===== config.mk =====
export PLATFORM = sky130hd
export DESIGN_NAME = pie_regs
export DESIGN_NICKNAME = d
export VERILOG_FILES = /design/src/inc/pie_pkg.sv /design/src/inc/pie_fifo_if.sv /design/src/hw/pie_fifo.sv /design/src/hw/pie_regs.sv
export SDC_FILE = /design/constraint.sdc
export NUM_CORES = 1
export LEC_CHECK = 0
export ABC_AREA = 1
export BUFFER_PORTS_ARGS = -buffer_cell sky130_fd_sc_hd__clkbuf_2
export CAP_MARGIN = 20
export CORE_ASPECT_RATIO = 0.6
export CORE_MARGIN = 8
export CORE_UTILIZATION = 61
export DETAILED_ROUTE_END_ITERATION = 16
export PLACE_DENSITY = 0.8
export SYNTH_ARGS = -nofsm -noshare
export SYNTH_HDL_FRONTEND = slang
export SYNTH_SLANG_ARGS = --single-unit

===== constraint.sdc =====
create_clock -name i_mclk -period 2.9 [get_ports i_mclk]
set_input_delay 0.29 -clock i_mclk [delete_from_list [all_inputs] [get_ports i_mclk]]
set_output_delay 0.29 -clock i_mclk [all_outputs]
set_load 0.02 [all_outputs]

===== src/inc/pie_pkg.sv =====
// Operation
// Mask read with code C3h, written with C2h, four data bytes each.
// Bus reset leaves every interrupt mask bit unchanged.
// Mask bits 23..10 gate endpoints 14..1, bit 9 control IN, 8 OUT.
// Mask bit 6 gates the short packet interrupt.
// Mask bit 5 gates the 1 ms pseudo frame interrupt.
// Mask bit 4 gates frame start, bit 3 gates DMA end of transfer.
// Mask bits 2, 1, 0 gate suspend, resume and bus reset.
// Software writes zeros into reserved mask bits 31..24.
// DMA configuration read with F1h, written with F0h, two bytes.
// Bus reset clears DMA run bit only; other configuration bits kept.
// Run bit 3 starts DMA, zero stops it, reads back running state.
// With bit 15 set, counter reaching zero raises end of transfer.
// With bit 14 set, short OUT packet raises end of transfer.
// Software keeps short packet mode cleared for IN endpoints.
// Bits 7..4 select the DMA target endpoint.
// Burst bits 1..0 select 1, 4, 8 or 16 bytes.
// Byte counter read with F3h, written with F2h, two bytes.
// Counter write sets length; read returns bytes still remaining.
// Bus reset leaves the programmed byte count unchanged.
// Working counter reloads from the programmed count for each transfer.
// DMA skips the two leading packet length bytes of a buffer.
// External end of transfer on IN sends the partial buffer.
// Multi byte accesses run low byte first, restarting per code.
// Interrupt output asserts only for events whose enable is one.
package pie_pkg;
   localparam logic [7:0] PIE_CODE_MASK_RD = 8'hc3;
   localparam logic [7:0] PIE_CODE_MASK_WR = 8'hc2;
   localparam logic [7:0] PIE_CODE_CFG_RD = 8'hf1;
   localparam logic [7:0] PIE_CODE_CFG_WR = 8'hf0;
   localparam logic [7:0] PIE_CODE_CNT_RD = 8'hf3;
   localparam logic [7:0] PIE_CODE_CNT_WR = 8'hf2;
   localparam logic [2:0] PIE_MASK_BYTES = 3'h4;
   localparam logic [2:0] PIE_CFG_BYTES = 3'h2;
   localparam logic [2:0] PIE_CNT_BYTES = 3'h2;
   localparam int PIE_EPT_LSB = 8;
   localparam int PIE_EPT_MSB = 23;
   localparam int PIE_SHORT_BIT = 6;
   localparam int PIE_PSOF_BIT = 5;
   localparam int PIE_SOF_BIT = 4;
   localparam int PIE_EOT_BIT = 3;
   localparam int PIE_SUSP_BIT = 2;
   localparam int PIE_RESM_BIT = 1;
   localparam int PIE_BRST_BIT = 0;
   localparam int PIE_CNTEND_BIT = 15;
   localparam int PIE_SHORT_PACKET_END_MODE_BIT = 14;
   localparam int PIE_EPSEL_LSB = 4;
   localparam int PIE_RUN_BIT = 3;
   localparam int PIE_BURST_LSB = 0;
   localparam logic [31:0] PIE_MASK_WBITS = 32'h00ff_ff7f;
   localparam logic [15:0] PIE_CFG_WBITS = 16'hc0fb;
   localparam logic [31:0] PIE_MASK_RST = 32'h0000_0000;
   localparam logic [15:0] PIE_CFG_RST = 16'h0000;
   localparam logic [15:0] PIE_CNT_RST = 16'h0000;
   localparam logic [1:0] PIE_SKIP_BYTES = 2'h2;
   typedef enum {PIE_SEL_NONE, PIE_SEL_MASK, PIE_SEL_CFG, PIE_SEL_CNT}
      pie_sel_type;
endpackage


===== src/inc/pie_fifo_if.sv =====
`timescale 1ns/100ps
interface pie_fifo_if #(parameter int WIDTH = 8, parameter int LVLW = 5);
   logic push_valid;
   logic push_ready;
   logic [WIDTH-1:0] push_data;
   logic pop_valid;
   logic pop_ready;
   logic [WIDTH-1:0] pop_data;
   logic flush;
   logic [LVLW-1:0] level;
   modport store (input push_valid, push_data, pop_ready, flush,
      output push_ready, pop_valid, pop_data, level);
   modport user (output push_valid, push_data, pop_ready, flush,
      input push_ready, pop_valid, pop_data, level);
endinterface


===== src/hw/pie_fifo.sv =====
`timescale 1ns/100ps
module pie_fifo
   import pie_pkg::*;
#(
   parameter int WIDTH = 8,
   parameter int DEPTH = 16,
   parameter int LVLW = $clog2(DEPTH) + 1
) (
   input wire logic i_mclk,    // Core clock
   input wire logic i_reset_n, // Async reset, active low
   pie_fifo_if.store fif       // Push and pop sides
);
   localparam int AW = $clog2(DEPTH);
   localparam logic [LVLW-1:0] FULL = LVLW'(DEPTH);
   logic [WIDTH-1:0] mem_r [DEPTH];
   logic [AW-1:0] wp_r;
   logic [AW-1:0] rp_r;
   logic [LVLW-1:0] lvl_r;
   logic do_push;
   logic do_pop;

   assign fif.push_ready = (lvl_r != FULL) && !fif.flush;
   assign fif.pop_valid = (lvl_r != '0) && !fif.flush;
   assign fif.pop_data = mem_r[rp_r];
   assign fif.level = lvl_r;
   assign do_push = fif.push_valid && fif.push_ready;
   assign do_pop = fif.pop_valid && fif.pop_ready;

   always_ff @(posedge i_mclk) begin
      if (do_push) begin
         mem_r[wp_r] <= fif.push_data;
      end
   end

   always_ff @(posedge i_mclk or negedge i_reset_n) begin
      if (!i_reset_n) begin
         wp_r <= '0;
         rp_r <= '0;
         lvl_r <= '0;
      end else if (fif.flush) begin
         wp_r <= '0;
         rp_r <= '0;
         lvl_r <= '0;
      end else begin
         if (do_push) begin
            wp_r <= (wp_r == AW'(DEPTH - 1)) ? '0 : wp_r + 1'b1;
         end
         if (do_pop) begin
            rp_r <= (rp_r == AW'(DEPTH - 1)) ? '0 : rp_r + 1'b1;
         end
         lvl_r <= lvl_r + LVLW'(do_push) - LVLW'(do_pop);
      end
   end
endmodule


===== src/hw/pie_regs.sv =====
`timescale 1ns/100ps
module pie_regs
   import pie_pkg::*;
#(
   parameter int FIFO_DEPTH = 16
) (
   input wire logic i_mclk,             // Core clock, 100 MHz
   input wire logic i_reset_n,          // Async reset, active low
   input wire logic i_wr_valid,         // Host write strobe
   input wire logic i_wr_is_code,       // Strobe carries a command code
   input wire logic [7:0] i_wr_byte,    // Code or data byte
   input wire logic i_rd_req,           // Host read strobe
   output logic [7:0] o_rd_data,        // Read byte, valid with o_rd_valid
   output logic o_rd_valid,             // Read answer pulse
   input wire logic i_bus_reset,        // USB bus reset seen, pulse
   input wire logic [15:0] i_ev_endpt,  // Endpoint events, 0 = ctrl OUT
   input wire logic i_ev_short,         // Short packet detected
   input wire logic i_ev_pseudo_sof,    // Pseudo frame tick
   input wire logic i_ev_sof,           // Frame start received
   input wire logic i_ev_suspend,       // Suspend detected
   input wire logic i_ev_resume,        // Resume detected
   output logic o_irq,                  // Enabled event pulse
   input wire logic i_ep_start,         // New endpoint buffer begins
   input wire logic i_ep_is_in,         // DMA endpoint transmits
   input wire logic i_ep_valid,         // Endpoint buffer byte valid
   input wire logic [7:0] i_ep_data,    // Endpoint buffer byte
   output logic o_ep_ready,             // Endpoint byte accepted
   output logic o_dma_valid,            // DMA byte valid
   output logic [7:0] o_dma_data,       // DMA byte
   input wire logic i_dma_ready,        // DMA controller takes byte
   output logic o_dma_req,              // Enough bytes for a burst
   output logic [4:0] o_burst_bytes,    // Burst length in bytes
   output logic [3:0] o_dma_endpt,      // Target endpoint
   input wire logic i_ext_eot,          // External end of transfer
   output logic o_dma_eot,              // End of transfer pulse
   output logic o_send_partial          // Send IN buffer as it stands
);
   localparam int LVLW = $clog2(FIFO_DEPTH) + 1;

   pie_sel_type sel_r;
   logic rd_dir_r;
   logic [2:0] idx_r;
   logic [31:0] asm_r;
   logic [31:0] mask_r;
   logic [15:0] cfg_r;
   logic [15:0] prog_r;
   logic [15:0] cnt_r;
   logic [1:0] skip_r;
   logic [7:0] rd_data_r;
   logic rd_valid_r;
   logic irq_r;
   logic eot_r;
   logic partial_r;

   pie_sel_type code_sel;
   logic code_rd;
   logic [2:0] sel_len;
   logic data_wr;
   logic data_rd;
   logic commit;
   logic [31:0] wr_word;
   logic [31:0] rd_word;
   logic mask_wr;
   logic cfg_wr;
   logic cnt_wr;
   logic run;
   logic deliver;
   logic cnt_zero_eot;
   logic short_eot;
   logic any_eot;
   logic [23:0] events;
   logic [LVLW-1:0] burst_lvl;

   pie_fifo_if #(.WIDTH(8), .LVLW(LVLW)) fifo_bus ();

   pie_fifo #(
      .WIDTH(8),
      .DEPTH(FIFO_DEPTH),
      .LVLW(LVLW)
   ) u_fifo (
      .i_mclk(i_mclk),
      .i_reset_n(i_reset_n),
      .fif(fifo_bus.store)
   );

   // Command decode: a code byte selects register and direction
   always_comb begin
      code_sel = PIE_SEL_NONE;
      code_rd = 1'b0;
      case (i_wr_byte)
         PIE_CODE_MASK_RD: begin
            code_sel = PIE_SEL_MASK;
            code_rd = 1'b1;
         end
         PIE_CODE_MASK_WR: code_sel = PIE_SEL_MASK;
         PIE_CODE_CFG_RD: begin
            code_sel = PIE_SEL_CFG;
            code_rd = 1'b1;
         end
         PIE_CODE_CFG_WR: code_sel = PIE_SEL_CFG;
         PIE_CODE_CNT_RD: begin
            code_sel = PIE_SEL_CNT;
            code_rd = 1'b1;
         end
         PIE_CODE_CNT_WR: code_sel = PIE_SEL_CNT;
         default: code_sel = PIE_SEL_NONE;
      endcase
   end

   always_comb begin
      case (sel_r)
         PIE_SEL_MASK: sel_len = PIE_MASK_BYTES;
         PIE_SEL_CFG: sel_len = PIE_CFG_BYTES;
         PIE_SEL_CNT: sel_len = PIE_CNT_BYTES;
         default: sel_len = 3'h0;
      endcase
   end

   // Bytes beyond the register length are dropped, not wrapped
   assign data_wr = i_wr_valid && !i_wr_is_code && !rd_dir_r
      && (idx_r < sel_len);
   assign data_rd = i_rd_req && rd_dir_r && (idx_r < sel_len);
   assign commit = data_wr && (idx_r == sel_len - 3'h1);

   always_comb begin
      wr_word = asm_r;
      wr_word[{idx_r[1:0], 3'h0} +: 8] = i_wr_byte;
   end

   // Reads show the working counter, not the programmed count
   always_comb begin
      case (sel_r)
         PIE_SEL_MASK: rd_word = mask_r & PIE_MASK_WBITS;
         PIE_SEL_CFG: rd_word = {16'h0000, cfg_r & PIE_CFG_WBITS};
         PIE_SEL_CNT: rd_word = {16'h0000, cnt_r};
         default: rd_word = 32'h0000_0000;
      endcase
   end

   assign mask_wr = commit && (sel_r == PIE_SEL_MASK);
   assign cfg_wr = commit && (sel_r == PIE_SEL_CFG);
   assign cnt_wr = commit && (sel_r == PIE_SEL_CNT);

   always_ff @(posedge i_mclk or negedge i_reset_n) begin
      if (!i_reset_n) begin
         sel_r <= PIE_SEL_NONE;
         rd_dir_r <= 1'b0;
         idx_r <= 3'h0;
         asm_r <= 32'h0000_0000;
      end else if (i_wr_valid && i_wr_is_code) begin
         sel_r <= code_sel;
         rd_dir_r <= code_rd;
         idx_r <= 3'h0;
         asm_r <= 32'h0000_0000;
      end else if (data_wr || data_rd) begin
         idx_r <= idx_r + 3'h1;
         if (data_wr) begin
            asm_r <= wr_word;
         end
      end
   end

   always_ff @(posedge i_mclk or negedge i_reset_n) begin
      if (!i_reset_n) begin
         rd_data_r <= 8'h00;
         rd_valid_r <= 1'b0;
      end else begin
         rd_valid_r <= i_rd_req;
         if (data_rd) begin
            rd_data_r <= rd_word[{idx_r[1:0], 3'h0} +: 8];
         end else begin
            rd_data_r <= 8'h00;
         end
      end
   end

   // Bus reset has no term here, so programmed enables survive it
   always_ff @(posedge i_mclk or negedge i_reset_n) begin
      if (!i_reset_n) begin
         mask_r <= PIE_MASK_RST;
      end else if (mask_wr) begin
         mask_r <= wr_word & PIE_MASK_WBITS;
      end
   end

   always_ff @(posedge i_mclk or negedge i_reset_n) begin
      if (!i_reset_n) begin
         cfg_r <= PIE_CFG_RST;
      end else begin
         if (cfg_wr) begin
            cfg_r <= wr_word[15:0] & PIE_CFG_WBITS;
         end
         if (i_bus_reset) begin
            cfg_r[PIE_RUN_BIT] <= 1'b0;
         end
      end
   end

   assign run = cfg_r[PIE_RUN_BIT];
   assign o_dma_endpt = cfg_r[PIE_EPSEL_LSB +: 4];

   always_comb begin
      case (cfg_r[PIE_BURST_LSB +: 2])
         2'h0: o_burst_bytes = 5'h01;
         2'h1: o_burst_bytes = 5'h04;
         2'h2: o_burst_bytes = 5'h08;
         default: o_burst_bytes = 5'h10;
      endcase
   end

   // Endpoint side: drop the packet length word, then queue bytes
   assign fifo_bus.flush = !run;
   assign fifo_bus.push_valid = i_ep_valid && run && (skip_r == 2'h0);
   assign fifo_bus.push_data = i_ep_data;
   assign o_ep_ready = run && ((skip_r != 2'h0) || fifo_bus.push_ready);

   always_ff @(posedge i_mclk or negedge i_reset_n) begin
      if (!i_reset_n) begin
         skip_r <= PIE_SKIP_BYTES;
      end else if (i_ep_start || !run) begin
         skip_r <= PIE_SKIP_BYTES;
      end else if (i_ep_valid && (skip_r != 2'h0)) begin
         skip_r <= skip_r - 2'h1;
      end
   end

   // DMA side: stall drains when stopped; the FIFO is flushed and o_ep_ready held low by run
   assign o_dma_valid = fifo_bus.pop_valid && run;
   assign o_dma_data = fifo_bus.pop_data;
   assign fifo_bus.pop_ready = i_dma_ready && run;
   assign deliver = o_dma_valid && i_dma_ready;
   assign burst_lvl = LVLW'(o_burst_bytes);
   // Short final burst still requests once the count is nearly done
   assign o_dma_req = run && ((fifo_bus.level >= burst_lvl)
      || ((fifo_bus.level != '0)
      && ({{(16 - LVLW){1'b0}}, fifo_bus.level} >= cnt_r)));

   assign cnt_zero_eot = deliver && (cnt_r == 16'h0001)
      && cfg_r[PIE_CNTEND_BIT];
   assign short_eot = i_ev_short && run && !i_ep_is_in
      && cfg_r[PIE_SHORT_PACKET_END_MODE_BIT];
   assign any_eot = cnt_zero_eot || short_eot || (i_ext_eot && run);

   always_ff @(posedge i_mclk or negedge i_reset_n) begin
      if (!i_reset_n) begin
         prog_r <= PIE_CNT_RST;
      end else if (cnt_wr) begin
         prog_r <= wr_word[15:0];
      end
   end

   always_ff @(posedge i_mclk or negedge i_reset_n) begin
      if (!i_reset_n) begin
         cnt_r <= PIE_CNT_RST;
      end else if (cnt_wr) begin
         cnt_r <= wr_word[15:0];
      end else if (any_eot) begin
         cnt_r <= prog_r;
      end else if (deliver && (cnt_r != 16'h0000)) begin
         cnt_r <= cnt_r - 16'h0001;
      end
   end

   always_ff @(posedge i_mclk or negedge i_reset_n) begin
      if (!i_reset_n) begin
         eot_r <= 1'b0;
         partial_r <= 1'b0;
      end else begin
         eot_r <= any_eot;
         partial_r <= i_ext_eot && run && i_ep_is_in;
      end
   end

   assign o_dma_eot = eot_r;
   assign o_send_partial = partial_r;

   // Event vector lines up bit for bit with the enable mask
   assign events[PIE_EPT_MSB:PIE_EPT_LSB] = i_ev_endpt;
   assign events[7] = 1'b0;
   assign events[PIE_SHORT_BIT] = i_ev_short;
   assign events[PIE_PSOF_BIT] = i_ev_pseudo_sof;
   assign events[PIE_SOF_BIT] = i_ev_sof;
   assign events[PIE_EOT_BIT] = eot_r;
   assign events[PIE_SUSP_BIT] = i_ev_suspend;
   assign events[PIE_RESM_BIT] = i_ev_resume;
   assign events[PIE_BRST_BIT] = i_bus_reset;

   always_ff @(posedge i_mclk or negedge i_reset_n) begin
      if (!i_reset_n) begin
         irq_r <= 1'b0;
      end else begin
         irq_r <= |(events & mask_r[23:0]);
      end
   end

   assign o_irq = irq_r;
   assign o_rd_data = rd_data_r;
   assign o_rd_valid = rd_valid_r;
endmodule


==> results of run 1 <==
## metrics by stage
stage,util,instance area (µm²)
2_1_floorplan,-,11900
3_5_place_dp,0.664,12700
3_3_place_gp,0.664,12700
5_1_grt,0.703,13400
6_report,0.703,13400
4_1_cts,0.702,13400
## logic make-up (layout without fill, tap and decap cells)
| family | Yosys count | after routing |
|---|---|---|
| simple gates | 515 | 515 |
| compound gates | 265 | 265 |
| flops | 249 | 249 |
| buf+inv | 188 | 296 |
| fa+ha+maj | 32 | 32 |
| xor+xnor | 12 | 12 |
| other cells | 1 | 1 |
## worst min-delay path by stage
stage | from | endpoint | slack (ns) | depth (start not counted)
after floorplan | i_reset_n | asm_r[0]$_DFFE_PN0P_ | -0.006 | 0
after global placement | i_reset_n | cfg_r[6]$_DFFE_PN0P_ | 0.44 | 1
after detailed placement | i_reset_n | cfg_r[6]$_DFFE_PN0P_ | 0.44 | 1
after CTS | i_ep_is_in | o_send_partial$_DFF_PN0_ | 0.01 | 3
after global routing | i_ep_is_in | o_send_partial$_DFF_PN0_ | 0.02 | 3
final | i_ep_is_in | o_send_partial$_DFF_PN0_ | 0.02 | 3
## placed cells by master (no fill, tap or decap), types with 49 or more instances in the layout
| cell type | netlist | final |
|---|---|---|
| sky130_fd_sc_hd__o21ai_0 | 118 | 118 |
| sky130_fd_sc_hd__a21oi_1 | 49 | 49 |
| sky130_fd_sc_hd__o22ai_1 | 53 | 53 |
| sky130_fd_sc_hd__nor2_1 | 97 | 97 |
| sky130_fd_sc_hd__nand3_1 | 65 | 65 |
| sky130_fd_sc_hd__dfrtp_1 | 120 | 118 |
| sky130_fd_sc_hd__inv_1 | 134 | 133 |
| sky130_fd_sc_hd__edfxtp_1 | 128 | 128 |
| sky130_fd_sc_hd__clkbuf_2 | 0 | 77 |
| sky130_fd_sc_hd__nand2_1 | 314 | 314 |
## layout make-up
cell class	count	area share
Timing Repair Buffer	115	0.0525
Clock inverter	13	0.00709
Multi-Input combinational cell	825	0.319
Sequential cell	249	0.513
Clock buffer	29	0.0449
Tap cell	266	0.0248
Inverter	139	0.0389
## critical path, delay by kind of cell (launching register included)
family                 cells  cell delay, ns
DFF                        1            0.36
buffers and inverters      2            0.78
AOI/OAI and AO/OA          4            0.78
## power by group
group	internal [mW]	switching (mW)	total [mW]
logic	0.300	0.751	1.05
clock network	1.57	1.30	2.86
registers	3.78	0.0784	3.86
## flip-flops by register name (all words and copies together), names as in the netlist, 4 cells and up
name,flops
u_fifo.rp_r,4
u_fifo.fif.level,5
mask_r,23
cnt_r,16
prog_r,16
asm_r,24
u_fifo.wp_r,4
o_rd_data,8
u_fifo.mem_r,128
cfg_r,9
## repair_timing
action                                  4_1_cts  5_1_grt
hold endpoints to repair                     61        0
gates resized for setup                       0        2
endpoints found under the setup margin        0        2
hold buffers                                  3        0
## routing by layer
metal,track usage,up-vias,wire length (µm)
met4,0.0417,0,410
li1,-,4451,-
met5,0,-,0
met1,0.407,4726,14600
met3,0.0882,36,4640
met2,0.360,603,13100
==> flow_summary.ini, run 1 <==
[critical_path]
rr_startpoint = idx_r[1]$_DFFE_PN0P_
cp_cell_sequence = buf_4 > a21oi_1 > a221oi_1 > o21ai_0 > o21ai_0 > clkbuf_2
critPathLaunch = u_fifo.rp_r[0]$_DFFE_PN0P_
critical-path-max-stage-delay_ns = 0.56
crit_path_start_kind = register
ff2ff_path_depth = 8
worst_ep_required_time_ns = 2.61
critical_path.endpoint = o_dma_data[3]
critical_path_class = register to output port
timing.critical_path.to_type = output port
critPathSlowestCell = sky130_fd_sc_hd__buf_4
timing.rr.end = mask_r[13]$_DFFE_PN0P_
worstPathArrival_ns = 2.46
cpMostUsedCell = sky130_fd_sc_hd__o21ai_0
critical_path_peak_fanout = 67
r2r_slack_ns = 0.21

[synthesis]
synth.yosys.warnings = 0
ys_top_cells_by_area = sky130_fd_sc_hd__edfxtp_1, sky130_fd_sc_hd__dfrtp_1, sky130_fd_sc_hd__nand2_1
synthesis.area_per_instance_um2 = 9.44
syn_inst = 1262
fraction_of_the_mapped_netlist_area_in_adder_cells = 0.0342
xor_xnor_cell_area_share_of_the_yosys_netlist = 0.00882
ys_types = 47
synth_top_area_cell = sky130_fd_sc_hd__edfxtp_1
yosys.cell_count.top_type = sky130_fd_sc_hd__nand2_1
synth-edff-count = 128
yosys_register_bits = 249
synthesis.area_mm2 = 0.0119
synth_compound_gate_area_share = 0.131
synth_top_flop_cell = sky130_fd_sc_hd__edfxtp_1
sequential_fraction_of_the_synthesis_area = 0.577
synth_nets = 1342
synth.cells.most_frequent = sky130_fd_sc_hd__nand2_1, sky130_fd_sc_hd__inv_1, sky130_fd_sc_hd__edfxtp_1
async_flop_share = 0.486
synth.top_cell.area_share = 0.322
synth_mux_area_frac = 0
synth_simple_gate_area_frac = 0.185
synth_top_family_by_area = simple AND/OR/NAND/NOR gates

[floorplanning]
design.portCount = 80
die_h_um = 124
placeableCoreArea_mm2 = 0.0191
die_width_um = 196
floorplan.initialDensity = 0.625
num_rows = 39
die-area_mm2 = 0.0244

[placed_design]
final_weighted_congestion_in_routability_driven_placement = 0.990
port-buffer-count = 78
dp_hpwl_mm = 23.6
placed_cells = 1591
place_ws_ns = 0.256

[timing]
setup_viol = 0
layout_setup_ws_ns = 0.151
timing.setup.tns_ns = 0
fmax_mhz = 364
total_count_of_max_transition_violations_in_the_final_report = 0
timing.final.crit_share = 0.948
rsz0062_at_grt = false
finClkSkew_ns = 0.0218
finalCriticalPeriod_ns = 2.75
worst_slew_margin_rel = 0.432
tightest_slew_ns = 0.853
hold_viol = 0
holdWs_ns = 0.0199

[global_routing]
number_of_antenna_violations_at_the_first_check_in_global_routing = 0
grt_pass1_wl_mm = 51.4
first_global_vias = 9433
grt_use_total = 0.264
grt_max_degree = 68
grt_overflow_total = 0

[detailed_routing]
drtAntennaViolNets = 0
wl_mm = 32.8
route.detailed.vias_per_inst = 6.00
dr_vias = 9816
drc_errors = 0
drt-pass1-iter-count = 5
avgRoutedWirePerCell_um = 20.0
drt-initial-drc-count = 1623

[outcome]
outcome = finished clean

[cts]
cts_post_setup_buffers_inserted = 0
cts_root_buffer = sky130_fd_sc_hd__clkbuf_16
clock_buffers_created_by_tritoncts = 23
cts_tree = yes
tritoncts_num_sinks = 249
clk-insertion-delay-late_ns = 0.52
cts_max_level = 1
worst_setup_hold_path_clk_slew_ns = 0.07
cts_max_path_buffers = 3

[layout]
area_delta_synth_final_pct = 12.5
finish.net_count = 1433
multi_input_gate_area_mm2 = 0.00427
insertedDiodeCount = 0
register_area_mm2 = 0.00688
fraction_of_final_layout_cells_sized_beyond_drive_strength_1 = 0.136
fillerInstances = 1395
layout.cells.non_filler = 1636

[worst_hold_path]
class_of_the_most_critical_hold_timing_path = input pin to register

[power]
power.leakage_nw = 5.86
power_mw = 7.77
power.density_cell_area_mw_per_mm2 = 580
vdd.ir_drop.worst_mv = 0.406

[run]
drv_cap = 0
No activity file was read; power rests on OpenSTA's default activity.
==> inputs of run 2 (changes only) <==
--- a/config.mk
+++ b/config.mk
@@ -8,11 +8,14 @@
 export ABC_AREA = 1
 export BUFFER_PORTS_ARGS = -buffer_cell sky130_fd_sc_hd__clkbuf_2
 export CAP_MARGIN = 20
+export CELL_PAD_IN_SITES_DETAIL_PLACEMENT = 1
+export CELL_PAD_IN_SITES_GLOBAL_PLACEMENT = 2
 export CORE_ASPECT_RATIO = 0.6
 export CORE_MARGIN = 8
-export CORE_UTILIZATION = 61
+export CORE_UTILIZATION = 39
 export DETAILED_ROUTE_END_ITERATION = 16
 export PLACE_DENSITY = 0.8
+export RECOVER_POWER = 100
 export SYNTH_ARGS = -nofsm -noshare
 export SYNTH_HDL_FRONTEND = slang
 export SYNTH_SLANG_ARGS = --single-unit
==> run 2 against run 1 <==
Against the previous run:
- worst hold slack got worse by 0.0017 ns
- the flow now finishes with violations (capacitance limit, slew limit)
- first-iteration DRC count decreased by 54%
- largest power group unchanged
- power increased by 9.6%
- utilization decreased by 25 points
- critical path type unchanged
- setup slack got worse by 0.029 ns
- critical path depth decreased by 2
- sequential power about the same
- die area increased by 50%
- highest routed layer unchanged
- via count decreased by 2.0%
- sequential share of layout area decreased by 1.0 points
- routed wire length increased by 19%
- global-route usage decreased by 5.1 points
==> flow_summary.ini, run 2 (synthesis results as in run 1) <==
[cts]
clk-insertion-delay-late_ns = 0.55
cts_post_setup_buffers_inserted = 0
tritoncts_num_sinks = 249
cts_max_path_buffers = 3
cts_root_buffer = sky130_fd_sc_hd__clkbuf_16
worst_setup_hold_path_clk_slew_ns = 0.06
cts_max_level = 1
clock_buffers_created_by_tritoncts = 26
cts_tree = yes

[timing]
setup_viol = 0
rsz0062_at_grt = false
timing.final.crit_share = 0.958
fmax_mhz = 360
tightest_slew_ns = 1.94
hold_viol = 0
finClkSkew_ns = 0.0106
total_count_of_max_transition_violations_in_the_final_report = 74
timing.setup.tns_ns = 0
worst_slew_margin_rel = -0.295
finalCriticalPeriod_ns = 2.78

[critical_path]
timing.critical_path.to_type = output port
worst_ep_required_time_ns = 2.61
rr_startpoint = sel_r[1]$_DFFE_PN0P_
crit_path_start_kind = register
worstPathArrival_ns = 2.49
critPathLaunch = u_fifo.rp_r[2]$_DFFE_PN0P_
critical_path_class = register to output port
critical_path_peak_fanout = 9
r2r_slack_ns = 0.23

[detailed_routing]
dr_vias = 9623
drt-pass1-iter-count = 7
drc_errors = 0
drtAntennaViolNets = 0
drt-initial-drc-count = 751
avgRoutedWirePerCell_um = 21.7
route.detailed.vias_per_inst = 5.38
wl_mm = 38.9

[global_routing]
grt_max_degree = 74
number_of_antenna_violations_at_the_first_check_in_global_routing = 0
grt_use_total = 0.214
grt_pass1_wl_mm = 60.5
first_global_vias = 9776
grt_overflow_total = 0

[layout]
register_area_mm2 = 0.00688
insertedDiodeCount = 0
layout_common_cells = sky130_fd_sc_hd__nand2_1, sky130_fd_sc_hd__inv_1, sky130_fd_sc_hd__edfxtp_1
finish.utilization = 0.455
largest_register_ffs = 128
final_common_cell = sky130_fd_sc_hd__nand2_1
multi_input_gate_area_mm2 = 0.00425
area_delta_synth_final_pct = 14.7
fillerInstances = 3450
layout_top_registers = u_fifo.mem_r x128, asm_r x24, mask_r x23
largest-register = u_fifo.mem_r
fraction_of_final_layout_cells_sized_beyond_drive_strength_1 = 0.102
finish.net_count = 1442

[placed_design]
final_weighted_congestion_in_routability_driven_placement = 0.880
port-buffer-count = 78
dp_hpwl_mm = 28.8

[floorplanning]
num_rows = 49
floorplan.initialDensity = 0.397
placeableCoreArea_mm2 = 0.0300
die-area_mm2 = 0.0366
die_h_um = 151
die_width_um = 242
design.portCount = 80

[power]
p_seq_frac = 0.452
pwr-share-clk = 0.416
power_mw = 8.52
power.density_cell_area_mw_per_mm2 = 623
power.share.switching = 0.274
internal_power_mw = 6.18
power.leakage_nw = 5.75
p_sw_mw = 2.34
vdd.ir_drop.worst_mv = 0.503
power.share.combinational = 0.132

[outcome]
violations_in_the_final_reports = capacitance limit, slew limit
outcome = finished, violations left

[run]
drv_cap = 1

[worst_hold_path]
min-delay-start = i_ep_start
class_of_the_most_critical_hold_timing_path = input pin to register
[run 2: final timing paths]
check / endpoint / cells past startpoint
worst max-delay path: o_dma_data[2] / 4
worst min-delay path: skip_r[1]$_DFFE_PN1P_ / 3
worst max register to register: asm_r[10]$_DFFE_PN0P_ / 9
worst min register to register: prog_r[9]$_DFFE_PN0P_ / 2
max in group asynchronous: cfg_r[15]$_DFFE_PN0P_ / 3
min in group asynchronous: asm_r[4]$_DFFE_PN0P_ / 2
[run 2: layer usage]
layer / part of all wire / GRT usage / vias up
met5: 0 / 0 / -
met4: 0.014 / 0.0352 / 0
met3: 0.073 / 0.0553 / 41
met2: 0.38 / 0.282 / 228
met1: 0.53 / 0.343 / 4873
li1: - / - / 4481
[run 2: area by class of cell]
cell class / instances / area share
multi-input cells: 825 / 0.311
inverters: 139 / 0.0384
flip-flops and latches: 249 / 0.503
clock buffers: 31 / 0.0489
repair buffers: 121 / 0.0452
clock inverters: 17 / 0.0164
well taps: 408 / 0.0373
[run 2: worst max-delay path: stages (launching register included)]
cell	delay, ns
sky130_fd_sc_hd__dfrtp_1	0.65
sky130_fd_sc_hd__clkinv_1	0.51
sky130_fd_sc_hd__o221a_2	0.27
sky130_fd_sc_hd__o21ai_0	0.24
sky130_fd_sc_hd__clkbuf_1	0.27
[run 2: power by group through the flow]
| stage | Combinational (mW) | Sequential [mW] | Clock (mW) |
|---|---|---|---|
| global placement | 1.08 | 3.92 | 0 |
| global route | 1.23 | 3.86 | 3.74 |
| finish | 1.12 | 3.85 | 3.54 |
| CTS | 1.11 | 3.85 | 3.62 |
| floorplan | 0.616 | 3.91 | 0 |
| detailed placement | 1.10 | 3.92 | 0 |
[run 2: stage by stage]
| stage | area (µm²) | setup WS (ns) | std cells | hold slack [ns] |
|---|---|---|---|---|
| 2_1_floorplan | 11900 | 0.516 | 1262 | -0.00559 |
| 3_3_place_gp | 12900 | 0.366 | 1739 | 0.371 |
| 3_5_place_dp | 12900 | 0.337 | 1739 | 0.358 |
| 4_1_cts | 13800 | 0.0424 | 1790 | 0.0000834 |
| 5_1_grt | 13700 | 0.0431 | 1790 | 0.0306 |
| 6_report | 13700 | 0.122 | 1790 | 0.0182 |
[run 2: repair_timing]
item	4_1_cts	5_1_grt
gates resized for setup	1	4
endpoints found under the hold margin	72	0
hold buffers	3	0
setup endpoints to repair	1	8
pin swaps	0	0
